`config.mk`:
```
export PLATFORM = sky130hd
export DESIGN_NAME = bamsk_top
export DESIGN_NICKNAME = d
export VERILOG_FILES = /design/src/hdl/bamsk_pkg.sv /design/src/hdl/bamsk_top.sv
export SDC_FILE = /design/constraint.sdc
export NUM_CORES = 1
export LEC_CHECK = 0
export ABC_AREA = 1
export BUFFER_PORTS_ARGS = -buffer_cell sky130_fd_sc_hd__buf_2
export CAP_MARGIN = 5
export CORE_AREA = 2 2 141 143
export DETAILED_ROUTE_END_ITERATION = 8
export DIE_AREA = 0 0 143 145
export MAX_ROUTING_LAYER = met4
export PLACE_DENSITY = 0.68
export REMOVE_ABC_BUFFERS = 1
export SETUP_SLACK_MARGIN = 0.15
export SLEW_MARGIN = 15
export SYNTH_ARGS = -nofsm -noshare
export SYNTH_HDL_FRONTEND = slang
export SYNTH_SLANG_ARGS = --single-unit
```
`constraint.sdc`:
```
create_clock -name mclk_i -period 1.72 [get_ports mclk_i]
set_input_delay 0.172 -clock mclk_i [delete_from_list [all_inputs] [get_ports mclk_i]]
set_output_delay 0.172 -clock mclk_i [all_outputs]
set_load 0.02 [all_outputs]
```
`src/hdl/bamsk_pkg.sv`:
```
// Constants, field layouts and carrier types of the bus analyzer block
// Operation
// - Channel field picks captured backplane channel
// - Stream field picks data or signaling source
// - Buffer updates only while enable bit set
// - Framer field picks one of eight framers
// - Single-channel mode writes one entry per frame
// - Whole-frame mode writes every channel from zero
// - Repeat bit keeps refilling buffer continuously
// - Repeat clear fills buffer once then stops
// - Full buffer raises optional completion event
// - Set mask bit forces summary status zero
// - Clear mask bit lets summary status follow
package bamsk_pkg;

  localparam logic [11:0] ADDR_CONFIG = 12'h901;
  localparam logic [11:0] ADDR_MASK   = 12'h902;

  localparam logic [15:0] CONFIG_RESET = 16'h0000;
  localparam logic [15:0] MASK_RESET   = 16'h0000;
  // Bits 10-8 are unused: they store nothing and read as zero
  localparam logic [15:0] CONFIG_WMASK = 16'hf8ff;

  // Bit positions inside the config word
  localparam int CHAN_POS   = 11;
  localparam int STREAM_POS = 6;
  localparam int ENABLE_POS = 5;
  localparam int FRAMER_POS = 2;
  localparam int WHOLE_POS  = 1;
  localparam int REPEAT_POS = 0;

  localparam int MASK_BITS_PER_FRAMER = 4;
  localparam int NUM_MASKED_FRAMERS   = 4;
  localparam int NUM_FRAMERS          = 8;
  localparam int NUM_CHANNELS         = 32;

  localparam logic [1:0] STREAM_DATA_IN  = 2'h0;
  localparam logic [1:0] STREAM_DATA_OUT = 2'h1;
  localparam logic [1:0] STREAM_SIG_IN   = 2'h2;
  localparam logic [1:0] STREAM_SIG_OUT  = 2'h3;

  typedef struct packed {
    logic [4:0] capture_channel_select;
    logic [2:0] unused;
    logic [1:0] capture_stream_select;
    logic       capture_buffer_enable;
    logic [2:0] capture_framer_select;
    logic       whole_frame_capture;
    logic       capture_repeat;
  } bamsk_config_t;

  // Four backplane streams of one framer in the current channel
  typedef struct packed {
    logic [7:0] signaling_out;
    logic [7:0] signaling_in;
    logic [7:0] serial_data_out;
    logic [7:0] serial_data_in;
  } bamsk_streams_t;

  typedef struct packed {
    logic        cs;
    logic        wr;
    logic        rd;
    logic [11:0] addr;
    logic [15:0] wdata;
  } bamsk_cpu_req_t;

  typedef enum logic [1:0] {
    CAP_IDLE,
    CAP_WAIT_FRAME,
    CAP_RUN,
    CAP_DONE
  } bamsk_cap_state_t;

endpackage

```
`src/hdl/bamsk_top.sv`:
```
// Analyzer capture config, write sequencer and framer 0-3 interrupt masks
module bamsk_top #(
  parameter int NUM_CHAN = bamsk_pkg::NUM_CHANNELS
) (
  // Clock, reset, enable
  input  wire logic                     mclk_i,
  input  wire logic                     reset_n_i,
  input  wire logic                     ce_i,
  // Microprocessor port
  input  wire bamsk_pkg::bamsk_cpu_req_t cpu_req_i,
  output logic [15:0]                   cpu_rdata_o,
  // Backplane timing and streams of all framers
  input  wire logic                     frame_start_i,
  input  wire logic                     chan_valid_i,
  input  wire logic [4:0]               chan_index_i,
  input  wire bamsk_pkg::bamsk_streams_t [7:0] streams_i,
  // Capture buffer write port
  output logic                          buf_wr_o,
  output logic [4:0]                    buf_addr_o,
  output logic [7:0]                    buf_data_o,
  output logic                          buf_full_o,
  // Per-framer summary interrupt sources and masked status
  input  wire logic [15:0]              irq_src_i,
  output logic [15:0]                   vector_status_o
);

  if (NUM_CHAN != 32) begin : g_chk
    $error("bamsk_top: buffer addressing needs NUM_CHAN of 32");
  end

  localparam logic [4:0] LAST_IDX = 5'(NUM_CHAN - 1);

  bamsk_pkg::bamsk_config_t     cfg_q;
  logic [15:0]                  mask_q;
  bamsk_pkg::bamsk_cap_state_t  state_q;
  bamsk_pkg::bamsk_cap_state_t  state_d;
  logic [4:0]                   ptr_q;
  logic [7:0]                   sel_byte;
  logic                         cfg_wr;
  logic                         take;
  logic                         last;

  // Byte of the chosen framer and stream in the current channel
  function automatic logic [7:0] pick_byte(
    input bamsk_pkg::bamsk_streams_t [7:0] s,
    input logic [2:0]                      framer,
    input logic [1:0]                      stream
  );
    bamsk_pkg::bamsk_streams_t f;
    f = s[framer];
    case (stream)
      bamsk_pkg::STREAM_DATA_IN:  pick_byte = f.serial_data_in;
      bamsk_pkg::STREAM_DATA_OUT: pick_byte = f.serial_data_out;
      bamsk_pkg::STREAM_SIG_IN:   pick_byte = f.signaling_in;
      default:                    pick_byte = f.signaling_out;
    endcase
  endfunction

  assign sel_byte = pick_byte(streams_i, cfg_q.capture_framer_select,
                              cfg_q.capture_stream_select);

  assign cfg_wr = cpu_req_i.cs && cpu_req_i.wr &&
                  (cpu_req_i.addr == bamsk_pkg::ADDR_CONFIG);

  // Register writes
  always_ff @(posedge mclk_i or negedge reset_n_i) begin
    if (!reset_n_i) begin
      cfg_q  <= bamsk_pkg::CONFIG_RESET;
      mask_q <= bamsk_pkg::MASK_RESET;
    end else if (ce_i && cpu_req_i.cs && cpu_req_i.wr) begin
      if (cpu_req_i.addr == bamsk_pkg::ADDR_CONFIG) begin
        cfg_q <= cpu_req_i.wdata & bamsk_pkg::CONFIG_WMASK;
      end
      if (cpu_req_i.addr == bamsk_pkg::ADDR_MASK) begin
        mask_q <= cpu_req_i.wdata;
      end
    end
  end

  // Register reads; unmapped addresses answer zero
  always_ff @(posedge mclk_i or negedge reset_n_i) begin
    if (!reset_n_i) begin
      cpu_rdata_o <= 16'h0000;
    end else if (ce_i && cpu_req_i.cs && cpu_req_i.rd) begin
      case (cpu_req_i.addr)
        bamsk_pkg::ADDR_CONFIG: cpu_rdata_o <= cfg_q;
        bamsk_pkg::ADDR_MASK:   cpu_rdata_o <= mask_q;
        default:                cpu_rdata_o <= 16'h0000;
      endcase
    end
  end

  // A channel is taken in whole-frame mode always, else only when selected
  assign take = (state_q == bamsk_pkg::CAP_RUN) && chan_valid_i &&
                (cfg_q.whole_frame_capture ||
                 chan_index_i == cfg_q.capture_channel_select);
  assign last = cfg_q.whole_frame_capture ? (chan_index_i == LAST_IDX)
                                          : (ptr_q == LAST_IDX);

  always_comb begin
    state_d = state_q;
    case (state_q)
      bamsk_pkg::CAP_IDLE: begin
        state_d = bamsk_pkg::CAP_WAIT_FRAME;
      end
      bamsk_pkg::CAP_WAIT_FRAME: begin
        // Whole-frame capture must begin at channel zero
        if (frame_start_i) begin
          state_d = bamsk_pkg::CAP_RUN;
        end
      end
      bamsk_pkg::CAP_RUN: begin
        if (take && last) begin
          if (!cfg_q.capture_repeat) begin
            state_d = bamsk_pkg::CAP_DONE;
          end else if (cfg_q.whole_frame_capture) begin
            state_d = bamsk_pkg::CAP_WAIT_FRAME;
          end
        end
      end
      default: begin
        state_d = bamsk_pkg::CAP_DONE;
      end
    endcase
    // Clearing enable stops capture; any config write rearms single shot
    if (!cfg_q.capture_buffer_enable || cfg_wr) begin
      state_d = bamsk_pkg::CAP_IDLE;
    end
  end

  always_ff @(posedge mclk_i or negedge reset_n_i) begin
    if (!reset_n_i) begin
      state_q <= bamsk_pkg::CAP_IDLE;
    end else if (ce_i) begin
      state_q <= state_d;
    end
  end

  // Entry pointer for single-channel mode, one step per frame
  always_ff @(posedge mclk_i or negedge reset_n_i) begin
    if (!reset_n_i) begin
      ptr_q <= 5'h00;
    end else if (ce_i) begin
      if (state_q != bamsk_pkg::CAP_RUN) begin
        ptr_q <= 5'h00;
      end else if (take && !cfg_q.whole_frame_capture) begin
        ptr_q <= ptr_q + 5'h01;
      end
    end
  end

  // Buffer write port; the full pulse rides on the last write
  always_ff @(posedge mclk_i or negedge reset_n_i) begin
    if (!reset_n_i) begin
      buf_wr_o   <= 1'b0;
      buf_addr_o <= 5'h00;
      buf_data_o <= 8'h00;
      buf_full_o <= 1'b0;
    end else if (ce_i) begin
      buf_wr_o   <= take && !cfg_wr && cfg_q.capture_buffer_enable;
      buf_full_o <= take && last && !cfg_wr;
      if (take) begin
        buf_addr_o <= cfg_q.whole_frame_capture ? chan_index_i
                                                : ptr_q;
        buf_data_o <= sel_byte;
      end
    end
  end

  // Summary status: masked bits held at zero, others follow the source
  always_ff @(posedge mclk_i or negedge reset_n_i) begin
    if (!reset_n_i) begin
      vector_status_o <= 16'h0000;
    end else if (ce_i) begin
      vector_status_o <= irq_src_i & ~mask_q;
    end
  end

  // Checks

  // Address of the previous write, so the single-mode step is checked
  // against history rather than against the pointer that produced it
  logic [4:0]                   prev_addr_q;

  always_ff @(posedge mclk_i or negedge reset_n_i) begin
    if (!reset_n_i) begin
      prev_addr_q <= 5'h00;
    end else if (ce_i && buf_wr_o) begin
      prev_addr_q <= buf_addr_o;
    end
  end
endmodule

```
; Yosys cells after proc, flatten, opt, wreduce, memory -nomap -nowiden
; Index checks and enable logic that the tools add are counted.
; W data, S select, Z words.
[op_classes]
n_addsub = 1
order_cmp = 1
n_eq_ne = 13
n_mux = 14
bitwise = 2
n_reduce_logical = 25
[ops]
columns = cell, n
row1 = $bmux W32 S3, 1
row2 = $mux W32, 1
row3 = $pmux W16 S2, 1
row4 = $eq A12 B12 Y1 const B, 2
row5 = $pmux W8 S3, 1
row6 = $and A16 B16 Y16, 1
row7 = $not A16 Y16, 1
row8 = $mux W5, 3
row9 = $logic_and A1 B1 Y1, 12
row10 = $eq A5 B5 Y1 const B, 2
row11 = $mux W2, 5
row12 = $reduce_and A2 Y1, 4
row13 = $pmux W2 S3, 1
row14 = $add A5 B1 Y5 const B, 1
row15 = $eq A5 B5 Y1, 1
row16 = $eq A2 B1 Y1 const B, 2
row17 = $eq A2 B2 Y1 const B, 2
row18 = $logic_not A2 Y1, 2
row19 = $lt A3 B4 Y1 const B, 1
row20 = $ne A4 B3 Y1 const B, 1
row21 = $reduce_and A4 Y1, 1
row22 = $logic_not A1 Y1, 3
row23 = $ne A3 B1 Y1 const B, 1
row24 = $ne A3 B3 Y1 const B, 1
row25 = 4 further kinds, 5
[totals]
regBits = 83
input_bits = 313
out_inout_bits = 47
elab_cells = 71

; Logic depth before layout (Yosys ltp)
; Gate-level depths: netlist (run 1).
[depth]
ltp_word = 7
ltp_mapped = 12
mapped_depth_nobuf = 11

; Worst setup path after synthesis (run 1)
; Ideal clock, no wire load.
[synth_timing]
path_type = reg2reg
startpoint = register state_q[0]
endpoint = register buf_data_o[3]
setup_time_ns = 0.116
arrival_time_ns = 1.296
required_ns = 1.604
slack_ns = 0.308
stages_incl_launch_ff = 10
synth_period_minus_slack_ns = 1.412
path_cell_list = dfrtp_1 -> nor2_2 -> inv_1 -> nor2_2 -> nand2_1 -> nor2_4 -> inv_2 -> buf_6 -> nand2_1 -> nand2_1
[synth_via]
elab_chain_cells = 4
[synth_lines]
columns = item, line_no
row1 = from (decl), bamsk_top.sv:35  ; bamsk_pkg::bamsk_cap_state_t state_q;
row2 = from (signal assigned), bamsk_top.sv:133  ; state_q <= bamsk_pkg::CAP_IDLE;
row3 = from (signal assigned), bamsk_top.sv:135  ; state_q <= state_d;
row4 = $eq A2 B2 Y1, bamsk_top.sv:94  ; assign take = (state_q == bamsk_pkg::CAP_RUN) && chan_valid_i &&
row5 = $logic_and A1 B1 Y1 (2 in a row), bamsk_top.sv:94
row6 = $reduce_and A2 Y1 (no line), n/a
row7 = to (signal assigned), bamsk_top.sv:165  ; buf_data_o <= sel_byte;
row8 = to (decl), bamsk_top.sv:20  ; output logic [7:0] buf_data_o,
; No other way between the ends.
; A chain may end at the register's enable or synchronous reset.

; Worst setup path after layout (run 1)
[layout_timing]
startpoint = register cfg_q[2] (netlist name)
endpoint = register buf_data_o[1]
[layout_via]
elab_chain_cells = 3
[layout_lines]
columns = item, line_no
row1 = from (decl), bamsk_top.sv:33  ; bamsk_pkg::bamsk_config_t cfg_q;
row2 = from (signal assigned), bamsk_top.sv:68  ; cfg_q <= bamsk_pkg::CONFIG_RESET;
row3 = from (signal assigned), bamsk_top.sv:72  ; cfg_q <= cpu_req_i.wdata & bamsk_pkg::CONFIG_WMASK;
row4 = $bmux W32 S3, bamsk_top.sv:50  ; f = s[framer];
row5 = $mux W32 (implied by the code), bamsk_top.sv:50
row6 = $pmux W8 S3, bamsk_top.sv:51  ; case (stream)
; No other way between the ends. The select of a mux whose other input is x is not followed.

==> results of run 1 <==
-- sequential cells by signal (all words and copies together), names as in the netlist --
register and cells:
buf_wr_o 1, buf_full_o 1, state_q 2, cfg_q 13
buf_addr_o 5, vector_status_o 16, ptr_q 5, buf_data_o 8
mask_q 16, cpu_rdata_o 16
-- cell type report --
cell class                      count  area, µm²
Multi-Input combinational cell    844       3810
Timing Repair Buffer              409       2520
Clock buffer                        9        225
Sequential cell                    83       2080
Antenna cell                        6       15.0
Tap cell                          265        332
Inverter                           75        302
Clock inverter                      7       98.8
Fill cell                        1984       9830
-- metrics by stage --
stage	power (mW)	hold slack, ns	std cells
global route	5.25	0.0471	1698
CTS	5.06	0.0374	1682
global placement	2.91	0.150	1661
detailed placement	2.91	0.158	1661
floorplan	2.37	-0.124	1002
finish	5.03	0.0483	1698
-- worst reg2reg max path: stages, from the launching register on --
cell	delay [ns]
dfrtp_4	0.57
buf_12	0.19
clkbuf_16	0.18
nor2_1	0.12
nor2_1	0.05
o21ai_1	0.09
nand3_1	0.11
nand3_1	0.12
nand4_1	0.10
nand2_1	0.07
nand2_1	0.04
-- worst max path at each step --
stage	end	slack, ns	cells past startpoint
after floorplan	buf_data_o[0]	-2.65	7
after global placement	buf_data_o[4]	0.06	9
after detailed placement	buf_data_o[4]	0.04	9
after CTS	buf_data_o[3]	0.07	9
after global routing	buf_data_o[2]	-0.08	10
final	buf_data_o[1]	-0.009	10
-- cell families after synthesis --
kind of cell	Yosys count	share of synthesized area
AND/OR/NAND/NOR	715	0.468
buffers and inverters	138	0.0925
AO/OA/AOI/OAI	124	0.104
flip-flops	83	0.329
XOR/XNOR	4	0.00555
adder cells (fa/ha/maj)	1	0.00198
-- routing by layer --
layer	up-vias	share of wire	global-route usage
met5	-	0	-
met2	375	0.47	0.416
li1	4128	-	-
met1	3828	0.42	0.327
met4	0	0.027	0.0906
met3	62	0.080	0.0541
-- power groups by stage --
stage | Clock [mW] | Combinational (mW) | Sequential, mW
3_3_place_gp | 0 | 0.857 | 2.05
4_1_cts | 2.18 | 0.867 | 2.02
2_1_floorplan | 0 | 0.251 | 2.11
6_report | 2.12 | 0.890 | 2.02
5_1_grt | 2.24 | 0.988 | 2.02
3_5_place_dp | 0 | 0.859 | 2.05
-- repair_timing --
| item | 4_1_cts | 5_1_grt |
|---|---|---|
| resized for setup | 8 | 89 |
| buffers inserted | 0 | 6 |
| hold endpoints to repair | 29 | 0 |
| hold buffers | 1 | 0 |
| endpoints found under the setup margin | 14 | 22 |
| gates cloned | 4 | 4 |
| pin swaps | 1 | 31 |
-- placed cells by master (no fill, tap or decap), types with 10 or more instances in the layout --
cell,netlist,layout
nand2_1,388,381
o21ai_1,29,59
o21ai_0,71,40
buf_2,26,358
clkbuf_16,0,13
nor2_4,2,10
nor2_1,161,137
nand3_1,141,136
inv_1,71,71
buf_4,3,23
nand4_1,15,15
nor2_2,4,20
buf_12,0,10
dfrtp_1,83,81
o22ai_1,10,10
==> qor.yml, run 1 <==
seqPwrFrac: 0.402
yosysMostFrequentCell: "nand2_1"
timing.fmax_mhz: 578
coreArea_um2: 19200
critical_path.max_fanout: 6
cts_root_buf: "clkbuf_16"
setup.worst_path.end_class: "flip-flop"
slew_violations: 0
dr_total_vias: 8393
start_util: 0.329
crit_path_start: "cfg_q[2]"
ys_warn_count: 0
wirelength_mm: 27.9
swShare: 0.263
htree_levels: 3
insertion_delay_ns: 0.34
vdd_drop_max_uv: 557
synth_top_area_frac: 0.329
p_comb_frac: 0.177
switchingPower_mw: 1.32
grt_pass1_vias: 7857
power.leakage_nw: 5.18
tightest_slew_ns: 0.531
intPower_mw: 3.71
syn_avg_cell_area_um2: 5.93
required_ns: 1.95
synth_area_leaders: "dfrtp_1 33%, nand2_1 23%, nand3_1 11%, nor2_1 9.6%, o21ai_0 5.6%"
antenna_found_initial: 6
hp-class: "in -> reg"
dr.pass1.iters: 4
synth_seq_cells: 83
drc: 0
min_period_ns: 1.73
power_frac_clock: 0.422
crit_family: "simple AND/OR/NAND/NOR gates"
holdPathStages: 3
clkSlewWorstSetupHoldPaths_ns: 0.06
status: "finished with violations"
violations: "setup timing"
drive_gt1_frac: 0.334
synth-edff-count: 0
synthFlopType: "dfrtp_1"
detail-route-antenna-nets: 0
grt_usage: 0.261
num_io_pins: 360
cpPeakStageDelay_ns: 0.57
layout_setup_ws_ns: -0.00888
r2r_slack_ns: -0.009
dieArea_um2: 20700
synth_area_leader_cell: "dfrtp_1"
grt_pass1_wl_mm: 41.2
place_congestion: 0.926
core.rowCount: 51
min_to: "vector_status_o[0]"
slowest_stage: "dfrtp_4"
hp-start: "irq_src_i[0]"
wl_per_cell_um: 16.4
r2r_end: "buf_data_o[1]"
cts_inserted_buffers: 9
gr-total-overflow: 0
fin_crit_sh: 1.01
clock_skew_ns: 0.00654
port_buffers: 359
cts_max_path_buffers: 2
finalHoldViolations: 0
grt_max_degree: 90
dp_slack_ns: 0.0379
clock_sink_count: 83
place_area_um2: 8550
r2r_cells: 10
setup_viol_count_final: 3
drt_iter0_drc: 484
die_w_um: 143
ys_seq_area_frac: 0.329
slew_headroom: 0.646
syn_inst: 1065
syn2layout_area_growth_pct: 48.5
crit_chain: "buf_12 > clkbuf_16 > nor2_1 > nor2_1 > o21ai_1 > nand3_1 > nand3_1 > nand4_1 > nand2_1 > nand2_1"
ys_types: 28
fin_util: 0.488
dieHeight_um: 145
powerDensity_nw_per_um2: 536
synthTopCellsByCount: "388 x nand2_1, 161 x nor2_1, 141 x nand3_1"
crit_path_start_kind: "flip-flop"
setup_tns_ns: -0.0209
final_area_um2: 9380
r2r-start: "cfg_q[2]"
finalNetCount: 1736
vias_per_cell: 4.94
syn_area_um2: 6320
maxCapViolCount: 0
cts_tree: "yes"
synthArstFlopShare: 1.00
critPathArrivalTime_ns: 1.96
hpwl_mm: 20.5
rsz0062_at_grt: "yes"
crit_buf_inv: 2
critPathKind: "reg -> reg"
No activity file was read; power rests on OpenSTA's default activity.
==> inputs of run 2 (changes only) <==
Settings changed: CTS_BUF_LIST from default to sky130_fd_sc_hd__clkbuf_8.
==> qor.yml, run 2 (synthesis results as in run 1) <==
powerDensity_nw_per_um2: 486
cts_max_path_buffers: 2
wl_per_cell_um: 16.4
setup_tns_ns: -0.00302
reg_top3: "cpu_rdata_o (16), mask_q (16), vector_status_o (16)"
maxCapViolCount: 0
status: "finished with violations"
dieArea_um2: 20700
dr.pass1.iters: 5
finalNetCount: 1741
layout_setup_ws_ns: -0.00302
place_inst: 1661
layout_commonest_cell: "nand2_1"
port_buffers: 359
drive_gt1_frac: 0.329
detail-route-antenna-nets: 0
place_area_um2: 8550
violations: "setup timing"
dr_total_vias: 8309
timing.fmax_mhz: 580
power.leakage_nw: 5.16
syn2layout_area_growth_pct: 47.4
grt_max_degree: 90
finalHoldViolations: 0
coreArea_um2: 19200
crit_path_start_kind: "flip-flop"
num-fill-cells: 1984
rsz0062_at_grt: "yes"
wirelength_mm: 27.9
grt_pass1_wl_mm: 41.2
slew_headroom: 0.647
dp_slack_ns: 0.0379
critPathKind: "reg -> reg"
drt_iter0_drc: 527
cts_inserted_buffers: 9
cts_tree: "yes"
fin_cells: 1703
critical_path.max_fanout: 6
vdd_drop_max_uv: 481
fin_util: 0.485
insertion_delay_ns: 0.37
clock_skew_ns: 0.00770
setup_viol_count_final: 1
clock_sink_count: 83
grt_pass1_vias: 7902
htree_levels: 3
antenna_found_initial: 6
min_period_ns: 1.72
final_area_um2: 9320
hp-class: "in -> reg"
required_ns: 1.99
die_w_um: 143
layout_common_cells: "381 x nand2_1, 358 x buf_2, 142 x nor2_1"
cts_root_buf: "clkbuf_8"
vias_per_cell: 4.88
num_io_pins: 360
fin_crit_sh: 1.00
core.rowCount: 51
dieHeight_um: 145
drc: 0
slew_violations: 0
gr-total-overflow: 0
setup.worst_path.end_class: "flip-flop"
hpwl_mm: 20.5
grt_usage: 0.261
start_util: 0.329
place_congestion: 0.926
tightest_slew_ns: 0.529
clkSlewWorstSetupHoldPaths_ns: 0.09
critPathArrivalTime_ns: 1.99
run 2: cell type report:
type	count	area [µm²]	share of cell area
multi-input combinational	844	3790	0.407
timing repair buffer	414	2570	0.276
sequential	83	2080	0.223
tap	265	332	0.0356
inverter	75	302	0.0324
clock buffer	9	124	0.0133
clock inverter	7	98.8	0.0106
antenna	6	15.0	0.00161
run 2: repair_timing:
action,4_1_cts,5_1_grt
pin swaps,1,39
gates cloned,4,4
hold endpoints to repair,34,0
buffers inserted,0,6
hold buffers,6,0
resized for setup,8,83
endpoints found under the setup margin,14,22
run 2: where the power goes:
part           internal (mW)  switching [mW]
clock network          0.833           0.778
registers               1.99          0.0233
logic                  0.432           0.463
total                   3.26            1.26
run 2: critical path, stage by stage, from the launching register on:
cell and delay [ns]:
dfrtp_4 0.58, buf_12 0.19, clkbuf_16 0.17, nor2_2 0.10
nor2_1 0.04, o21ai_1 0.08, nand3_1 0.08, nand3_1 0.09
nand4_1 0.13, nand2_1 0.11, nand2_1 0.05
run 2: worst paths after layout:
check / from / endpoint / slack [ns] / cells past startpoint
min reg2reg: buf_addr_o[1] / buf_addr_o[1] / 0.47 / 2
min: irq_src_i[13] / vector_status_o[13] / 0.02 / 3
max: cfg_q[2] / buf_data_o[3] / -0.003 / 10
max in group asynchronous: reset_n_i / buf_data_o[4] / 0.84 / 3
max reg2reg: cfg_q[2] / buf_data_o[3] / -0.003 / 10
min in group asynchronous: reset_n_i / vector_status_o[0] / 0.29 / 2
run 2: metrics by stage:
step / hold WS, ns / total power, mW
after floorplan: -0.124 / 2.37
after global placement: 0.150 / 2.91
after detailed placement: 0.158 / 2.91
after CTS: 0.00120 / 4.56
after global routing: 0.0186 / 4.75
final: 0.0225 / 4.52
run 2: per-layer routing:
| metal | up-vias | routed length [µm] | track usage |
|---|---|---|---|
| met1 | 3779 | 11800 | 0.325 |
| met3 | 48 | 2320 | 0.0558 |
| met4 | 0 | 610 | 0.0921 |
| li1 | 4131 | - | - |
| met5 | - | 0 | - |
| met2 | 351 | 13200 | 0.417 |
